--- src/core/ahsp_pkg.sv ---
// Package with constants and carrier types of the host strobe port
package ahsp_pkg;
  localparam int DATA_W = 16;
  localparam int CTRL_W = 8;
  localparam int NUM_PAIRS = 3;
  localparam int CONV_CYCLES_DEF = 60;
  localparam logic [CTRL_W-1:0] CTRL_RST = 8'h00;
  localparam logic [DATA_W-1:0] DATA_RST = 16'h0000;
  localparam int UPPER_LSB = 8;
  localparam int SER_BITS = 16;
  localparam int BUF_DEPTH = 2;

  typedef struct packed {
    logic cs_n;
    logic rd_n;
    logic wr_n;
  } ahsp_strobe_type;

  typedef enum logic [1:0] {
    AHSP_IDLE,
    AHSP_CONV,
    AHSP_LATCH
  } ahsp_conv_state_type;
endpackage : ahsp_pkg

--- src/core/ahsp_buf.sv ---
// Two-entry result buffer with valid and ready on both sides
`timescale 1ns/10ps
module ahsp_buf
  import ahsp_pkg::*;
#(
  parameter int WIDTH = DATA_W
) (
  input wire logic clk_in,
  input wire logic rst_in,
  input wire logic in_valid_in,
  output logic in_ready_out,
  input wire logic [WIDTH-1:0] in_data_in,
  output logic out_valid_out,
  input wire logic out_ready_in,
  output logic [WIDTH-1:0] out_data_out
);
  logic [WIDTH-1:0] mem_ff [BUF_DEPTH];
  logic wr_ptr_ff;
  logic rd_ptr_ff;
  logic [1:0] count_ff;
  wire push = in_valid_in && (count_ff != 2'h2);
  wire pop = out_ready_in && (count_ff != 2'h0);

  // Flags straight from the count
  assign in_ready_out = (count_ff != 2'h2);
  assign out_valid_out = (count_ff != 2'h0);
  assign out_data_out = mem_ff[rd_ptr_ff];

  // Pointer and storage update
  always_ff @(posedge clk_in or posedge rst_in) begin
    if (rst_in) begin
      wr_ptr_ff <= 1'b0;
      rd_ptr_ff <= 1'b0;
      count_ff <= 2'h0;
      mem_ff[0] <= '0;
      mem_ff[1] <= '0;
    end else begin
      if (push) begin
        mem_ff[wr_ptr_ff] <= in_data_in;
        wr_ptr_ff <= ~wr_ptr_ff;
      end
      if (pop) begin
        rd_ptr_ff <= ~rd_ptr_ff;
      end
      count_ff <= count_ff + {1'b0, push} - {1'b0, pop};
    end
  end
endmodule : ahsp_buf

--- src/core/ahsp_port.sv ---
// Host strobe port: parallel/serial read, control write, reference enable, busy
// Summary of operation
// - Chip select is active low and frames every host transfer.
// - In parallel mode with chip select and read low, the result is driven on the data bus.
// - In parallel mode with mode select high and chip select and write low, the upper data lines write the control register.
// - Control writes are taken only with mode select high and chip select and write low.
// - With mode select low, the write pin is a reference-enable level, not a strobe.
// - In pin mode a low reference-enable level turns the internal reference off.
// - In pin mode a high reference-enable level turns the internal reference on.
// - In serial mode chip select frames the read, and its fall presents the MSB first.
// - Busy rises when a conversion starts and stays high until results are latched.
// - A rising conversion-start edge while idle puts the pair in hold and starts its conversion.
// - Serial/parallel select low picks parallel, high picks serial.
`timescale 1ns/10ps
module ahsp_port
  import ahsp_pkg::*;
#(
  parameter int CONV_CYCLES = CONV_CYCLES_DEF
) (
  input wire logic REF_CLK_IN,
  input wire logic RST_IN,
  input wire logic CS_N_IN,
  input wire logic RD_N_IN,
  input wire logic WRITE_STROBE_OR_REF_ENABLE_IN,
  input wire logic HW_SW_SELECT_IN,
  input wire logic SERIAL_PARALLEL_SELECT_IN,
  input wire logic [NUM_PAIRS-1:0] CONVERSION_START_IN,
  input wire logic [DATA_W-1:0] DB_IN,
  input wire logic [DATA_W-1:0] CONV_RESULT_IN,
  input wire logic SERIAL_CLK_IN,
  output logic [DATA_W-1:0] DB_OUT,
  output logic DB_OE_OUT,
  output logic SERIAL_DOUT_OUT,
  output logic BUSY_OUT,
  output logic [NUM_PAIRS-1:0] HOLD_OUT,
  output logic INT_REF_ON_OUT,
  output logic [CTRL_W-1:0] CTRL_REG_OUT,
  output logic CTRL_WRITE_OUT
);
  // Registers and internal nets
  ahsp_strobe_type strb;
  ahsp_conv_state_type state_ff;
  ahsp_conv_state_type nxt_state;
  logic [NUM_PAIRS-1:0] cstart_ff;
  logic [NUM_PAIRS-1:0] hold_ff;
  logic [15:0] cnt_ff;
  logic cs_n_d_ff;
  logic sclk_d_ff;
  logic wr_d_ff;
  logic [DATA_W-1:0] shift_ff;
  logic [DATA_W-1:0] db_ff;
  logic oe_ff;
  logic sdout_ff;
  logic busy_ff;
  logic iref_ff;
  logic [CTRL_W-1:0] ctrl_ff;
  logic ctrl_wr_ff;
  logic buf_ready;
  logic buf_valid;
  logic [DATA_W-1:0] buf_data;

  // Both active-low strobes asserted together
  function automatic logic both_low(input logic a_n, input logic b_n);
    return !a_n && !b_n;
  endfunction : both_low

  // High-to-low step between the last sample and the present one
  function automatic logic fell(input logic prev, input logic now);
    return prev && !now;
  endfunction : fell

  // Strobe bundle and mode decode
  assign strb = '{cs_n: CS_N_IN, rd_n: RD_N_IN, wr_n: WRITE_STROBE_OR_REF_ENABLE_IN};
  wire par_mode = !SERIAL_PARALLEL_SELECT_IN;
  wire par_rd = par_mode && both_low(strb.cs_n, strb.rd_n);
  wire wr_low = both_low(strb.cs_n, strb.wr_n);
  wire ctrl_take = par_mode && HW_SW_SELECT_IN && wr_low;
  wire ctrl_edge = ctrl_take && !wr_d_ff;
  wire [CTRL_W-1:0] ctrl_val = DB_IN[UPPER_LSB +: CTRL_W];
  wire par_first = par_rd && !oe_ff;
  wire [DATA_W-1:0] nxt_db = buf_valid ? buf_data : db_ff;
  wire [NUM_PAIRS-1:0] start_rise = CONVERSION_START_IN & ~cstart_ff;
  wire start_any = |start_rise;
  wire conv_done = (state_ff == AHSP_CONV) && (cnt_ff == 16'(CONV_CYCLES - 1));
  wire [15:0] nxt_cnt = (state_ff == AHSP_CONV) ? cnt_ff + 16'h0001 : 16'h0000;

  // Serial frame decode
  wire cs_fall = fell(cs_n_d_ff, strb.cs_n);
  wire sclk_fall = fell(sclk_d_ff, SERIAL_CLK_IN);
  wire ser_frame = SERIAL_PARALLEL_SELECT_IN && !strb.cs_n;
  wire ser_load = ser_frame && cs_fall;
  wire ser_shift = ser_frame && sclk_fall;
  wire buf_pop = par_first || ser_load;

  // Conversion sequencer next state
  always_comb begin
    nxt_state = state_ff;
    case (state_ff)
      AHSP_IDLE: begin
        if (start_any) begin
          nxt_state = AHSP_CONV;
        end
      end
      AHSP_CONV: begin
        if (conv_done) begin
          nxt_state = AHSP_LATCH;
        end
      end
      AHSP_LATCH: begin
        if (buf_ready) begin
          nxt_state = AHSP_IDLE;
        end
      end
      default: nxt_state = AHSP_IDLE;
    endcase
  end

  // Results held until the host reads them
  ahsp_buf #(
    .WIDTH(DATA_W)
  ) u_buf (
    .clk_in(REF_CLK_IN),
    .rst_in(RST_IN),
    .in_valid_in(state_ff == AHSP_LATCH),
    .in_ready_out(buf_ready),
    .in_data_in(CONV_RESULT_IN),
    .out_valid_out(buf_valid),
    .out_ready_in(buf_pop),
    .out_data_out(buf_data)
  );

  // Sequencer state, start history, cycle count and busy
  always_ff @(posedge REF_CLK_IN or posedge RST_IN) begin
    if (RST_IN) begin
      state_ff <= AHSP_IDLE;
      cnt_ff <= 16'h0000;
      busy_ff <= 1'b0;
      cstart_ff <= '0;
    end else begin
      state_ff <= nxt_state;
      cstart_ff <= CONVERSION_START_IN;
      cnt_ff <= nxt_cnt;
      busy_ff <= (nxt_state != AHSP_IDLE);
    end
  end

  // Pairs in hold from the accepted start until the result is latched
  always_ff @(posedge REF_CLK_IN or posedge RST_IN) begin
    if (RST_IN) begin
      hold_ff <= '0;
    end else if (state_ff == AHSP_IDLE) begin
      hold_ff <= start_rise;
    end else if (nxt_state == AHSP_IDLE) begin
      hold_ff <= '0;
    end
  end

  // Read bus enable and result captured on the first read cycle
  always_ff @(posedge REF_CLK_IN or posedge RST_IN) begin
    if (RST_IN) begin
      db_ff <= DATA_RST;
      oe_ff <= 1'b0;
    end else begin
      oe_ff <= par_rd;
      if (par_first) begin
        db_ff <= nxt_db;
      end
    end
  end

  // Control register, one write per strobe assertion
  always_ff @(posedge REF_CLK_IN or posedge RST_IN) begin
    if (RST_IN) begin
      ctrl_ff <= CTRL_RST;
      ctrl_wr_ff <= 1'b0;
      wr_d_ff <= 1'b0;
    end else begin
      wr_d_ff <= ctrl_take;
      ctrl_wr_ff <= ctrl_edge;
      if (ctrl_edge) begin
        ctrl_ff <= ctrl_val;
      end
    end
  end

  // Internal reference follows the pin level only in pin mode
  always_ff @(posedge REF_CLK_IN or posedge RST_IN) begin
    if (RST_IN) begin
      iref_ff <= 1'b1;
    end else if (!HW_SW_SELECT_IN) begin
      iref_ff <= WRITE_STROBE_OR_REF_ENABLE_IN;
    end
  end

  // Serial shifter, MSB presented on chip select fall
  always_ff @(posedge REF_CLK_IN or posedge RST_IN) begin
    if (RST_IN) begin
      cs_n_d_ff <= 1'b1;
      sclk_d_ff <= 1'b0; // Idle low, no false fall after reset
      shift_ff <= DATA_RST;
      sdout_ff <= 1'b0;
    end else begin
      cs_n_d_ff <= strb.cs_n;
      sclk_d_ff <= SERIAL_CLK_IN;
      if (ser_load) begin
        shift_ff <= {buf_data[DATA_W-2:0], 1'b0};
        sdout_ff <= buf_data[DATA_W-1];
      end else if (ser_shift) begin
        sdout_ff <= shift_ff[DATA_W-1];
        shift_ff <= {shift_ff[DATA_W-2:0], 1'b0};
      end
    end
  end

  // Outputs straight from flip-flops
  assign DB_OUT = db_ff;
  assign DB_OE_OUT = oe_ff;
  assign SERIAL_DOUT_OUT = sdout_ff;
  assign BUSY_OUT = busy_ff;
  assign HOLD_OUT = hold_ff;
  assign INT_REF_ON_OUT = iref_ff;
  assign CTRL_REG_OUT = ctrl_ff;
  assign CTRL_WRITE_OUT = ctrl_wr_ff;
endmodule : ahsp_port

--- config.mk ---
export PLATFORM = sky130hd
export DESIGN_NAME = ahsp_port
export DESIGN_NICKNAME = d
export VERILOG_FILES = /design/src/core/ahsp_pkg.sv /design/src/core/ahsp_buf.sv /design/src/core/ahsp_port.sv
export SDC_FILE = /design/constraint.sdc
export NUM_CORES = 1
export LEC_CHECK = 0
export BUFFER_PORTS_ARGS = -buffer_cell sky130_fd_sc_hd__buf_2
export CORE_MARGIN = 2
export CORE_UTILIZATION = 51
export CTS_CLUSTER_DIAMETER = 150
export DETAILED_ROUTE_END_ITERATION = 8
export PLACE_DENSITY = 0.74
export SKIP_CTS_REPAIR_TIMING = 1
export SKIP_LAST_GASP = 1
export SLEW_MARGIN = 25
export SYNTH_ARGS = -nofsm -noshare
export SYNTH_HDL_FRONTEND = slang
export SYNTH_HIERARCHICAL = 1
export SYNTH_SLANG_ARGS = --single-unit
export TNS_END_PERCENT = 5
--- constraint.sdc ---
create_clock -name REF_CLK_IN -period 1.7 [get_ports REF_CLK_IN]
set_input_delay 0 -clock REF_CLK_IN [delete_from_list [all_inputs] [get_ports REF_CLK_IN]]
set_output_delay 0 -clock REF_CLK_IN [all_outputs]
set_load 0.02 [all_outputs]
==> impl_metrics.csv <==
group,metric,value,unit
floorplanning,die_height,102,µm
cts,numCtsBuffers,9,
floorplanning,fp-row-count,35,
timing,rsz0062_at_grt,"yes",
floorplanning,die-area,10400,µm²
logic_synthesis,ys_seq_elements,107,
floorplanning,io_pins,75,
global_routing,grt.total_usage,19.4,%
power_and_ir_drop,p_leak,2.89,nW
logic_synthesis,synth_cells,344,
timing,finClkSkew,0.00746,ns
worst_setup_path,r2r-end,"shift_ff[7]",
place,post-place-cells,546,
logic_synthesis,synth_fp_nets,389,
floorplanning,coreArea,9280,µm²
routing,wl,9.38,mm
timing,fin_tns_setup,0,ns
global_routing,grt_pass1_vias,3128,
logic_synthesis,synth_cell_types,47,
place,pre_cts_ws,0.107,ns
timing,setup_viol,0,
cts,tritoncts,"done",
logic_synthesis,ys.flop_type,"dfrtp_1",
logic_synthesis,ys_warn_count,6,
finish,final-seq-area,2680,µm²
power_and_ir_drop,cellInternalPower,4.94,mW
finish,nFillCells,730,
worst_setup_path,path_max_fanout,11,
routing,drtIter0Drc,66,
place,place_hpwl,6.21,mm
worst_setup_path,critPathKind,"flip-flop to flip-flop",
floorplanning,start_util,52.6,%
worst_setup_path,cp-end-kind,"flip-flop",
worst_setup_path,worst_r2r_path_depth,4,
worst_setup_path,startpoint,"u_buf/rd_ptr_ff",
power_and_ir_drop,sw_frac_of_total,28.8,%
cts,insertion_delay,0.38,ns
cts,clk_pin_slew,0.09,ns
finish,fin_nets,508,
power_and_ir_drop,p_per_area,1140,nW/µm²
hold_path,hold-path-cell-count,4,
run_status,status,"complete, no violations",
cts,cts_root_buf,"clkbuf_8",
logic_synthesis,syn_area,4880,µm²
logic_synthesis,ys_seq_area_share,54.9,%
cts,clk_path_buf_depth,2,
routing,ant_nets,0,
finish,instances_no_fill,597,
timing,max_freq,628,MHz
power_and_ir_drop,p_comb_share,27.1,%
global_routing,overflow,0,
logic_synthesis,post_synth.cell_area_avg,14.2,µm²
routing,drt_first_pass_iters,4,
timing,whs,0.209,ns
power_and_ir_drop,power.net_switching,1.99,mW
timing,slew_violations,0,
routing,wire_per_inst,15.7,µm
cts,htree_levels,3,
worst_setup_path,r2r_setup_slack,0.11,ns
cts,cts_sinks,107,
worst_setup_path,worstPathRequired,1.97,ns
logic_synthesis,synth_edf_count,0,
timing,fin_ws,0.107,ns
timing,worst_pin_slew,0.586,ns
global_routing,grt_pass1_wl,15.4,mm
hold_path,holdPathEnd,"CTRL_WRITE_OUT",
timing,hold_viol,0,
power_and_ir_drop,p_clk_share,25.2,%
place,gp_congestion,0.736,
power_and_ir_drop,power.share.sequential,47.7,%
finish,multiInputGateArea,2070,µm²
global_routing,antenna_found_initial,0,
finish,drive_gt1_share,46.8,%
hold_path,worst_hold_path_type,"primary input to flip-flop",
flow_run,max_cap_violations,0,
worst_setup_path,rr_startpoint,"u_buf/rd_ptr_ff",
worst_setup_path,startpoint_type,"flip-flop",
global_routing,grt_max_degree,37,
hold_path,hold_path.startpoint,"SERIAL_PARALLEL_SELECT_IN",
routing,vias,3099,
finish,area_growth,24.1,%
power_and_ir_drop,worst_ir_drop_vdd,0.846,mV
place,io_buffer_count,66,
routing,drcViolationCount,0,
timing,fin_crit_sh,93.7,%
finish,diodes,0,
routing,viasPerCell,5.19,
timing,slew_headroom,60.9,%
timing,period_needed,1.59,ns
finish,utilization,65.3,%
floorplanning,die_x,102,µm
logic_synthesis,synthArstFlopShare,100,%
worst_setup_path,critPathArrivalTime,1.86,ns
[cell usage after synthesis (2+ instances only)]
library cell  count  area (µm²)
a22o_1            2        17.5
inv_1            11        41.3
mux2_4           37         556
buf_6             4        45.0
nor2b_1           6        37.5
and2_1            2        12.5
dfstp_2           2        52.6
o31ai_1           4        30.0
nand4_1           4        25.0
clkbuf_1          3        11.3
nand3b_4          2        40.0
o22ai_1           2        12.5
xnor2_1           5        43.8
o21a_1            2        15.0
a21oi_1           7        35.0
or4_1             6        45.0
o21ai_0           4        20.0
nand2_1           9        33.8
buf_4             2        15.0
mux2_2           64         721
nor2_1            9        33.8
nand2b_1          7        43.8
nand3_1           6        30.0
nor4_1            7        43.8
mux2i_1           5        50.1
or3_1             2        12.5
ha_1              2        25.0
buf_2             5        25.0
dfrtp_1         105        2630
[critical path, stage by stage, from the launching register on]
cell	delay (ns)
dfrtp_1	0.36
buf_4	0.22
mux2_2	0.38
mux2_4	0.27
mux2_2	0.26
[registers in the layout, indices dropped and copies added (netlist names), 2 cells and up]
signal and count:
HOLD_OUT 3, cstart_ff 3, DB_OUT 16, cnt_ff 16
u_buf/mem_ff 32, u_buf/count_ff 2, state_ff 2, shift_ff 15
CTRL_REG_OUT 8
[routing by layer]
| layer | GRT usage, % | vias to the layer above | wire length, µm |
|---|---|---|---|
| met5 | 0 | - | 0 |
| met4 | 6.46 | 0 | 135 |
| met1 | 25.5 | 1555 | 4210 |
| met3 | 5.47 | 13 | 373 |
| li1 | - | 1476 | - |
| met2 | 31.2 | 55 | 4670 |
[cell families after synthesis]
| family | synth area share, % |
|---|---|
| simple gates | 9.61 |
| flops | 54.9 |
| buf+inv | 2.82 |
| fa+ha+maj | 0.512 |
| mux | 27.2 |
| compound gates | 3.95 |
| xor+xnor | 1.08 |
[metrics by stage]
stage / area [µm²] / power [mW]
floorplan: 4890 / 4.63
global placement: 5480 / 5.08
detailed placement: 5480 / 5.18
CTS: 5710 / 6.95
global route: 6060 / 7.35
finish: 6060 / 6.94
[power by group through the flow]
stage / clock [mW] / combinational, mW / sequential [mW]
2_1_floorplan: 0 / 1.19 / 3.44
3_3_place_gp: 0 / 1.76 / 3.32
3_5_place_dp: 0 / 1.83 / 3.35
4_1_cts: 1.80 / 1.83 / 3.31
5_1_grt: 1.91 / 2.05 / 3.38
6_report: 1.75 / 1.88 / 3.31
[how the worst max path moves through the flow]
stage,endpoint,slack (ns),cells after the start
detailed placement,cnt_ff[10],0.11,4
CTS,cnt_ff[10],0.1,4
global route,u_buf/count_ff[1],-0.01,8
finish,shift_ff[7],0.11,4
global placement,shift_ff[8],0.15,4
floorplan,u_buf/count_ff[1],0.01,6
[placed cells by master, fill, tap and decap left out, types with 5 or more instances in the layout]
master,count
nor4_1,7
buf_2,66
nor2b_1,6
nand2b_1,7
nand3_1,5
nand2_1,9
mux2_4,37
a21oi_1,7
mux2i_1,5
xnor2_1,5
mux2_2,64
clkbuf_8,11
dfrtp_1,105
buf_4,18
or4_1,6
inv_1,10
nor2_1,9
dlygate4sd3_1,35
[final cells by class]
type / instances / share of cell area (%)
Timing Repair Buffer: 122 / 14.5
Multi-Input combinational cell: 212 / 34.2
Tap cell: 129 / 2.66
Inverter: 11 / 0.743
Clock buffer: 12 / 2.56
Clock inverter: 4 / 1.20
Sequential cell: 107 / 44.2
(Power assumes the default switching activity.)
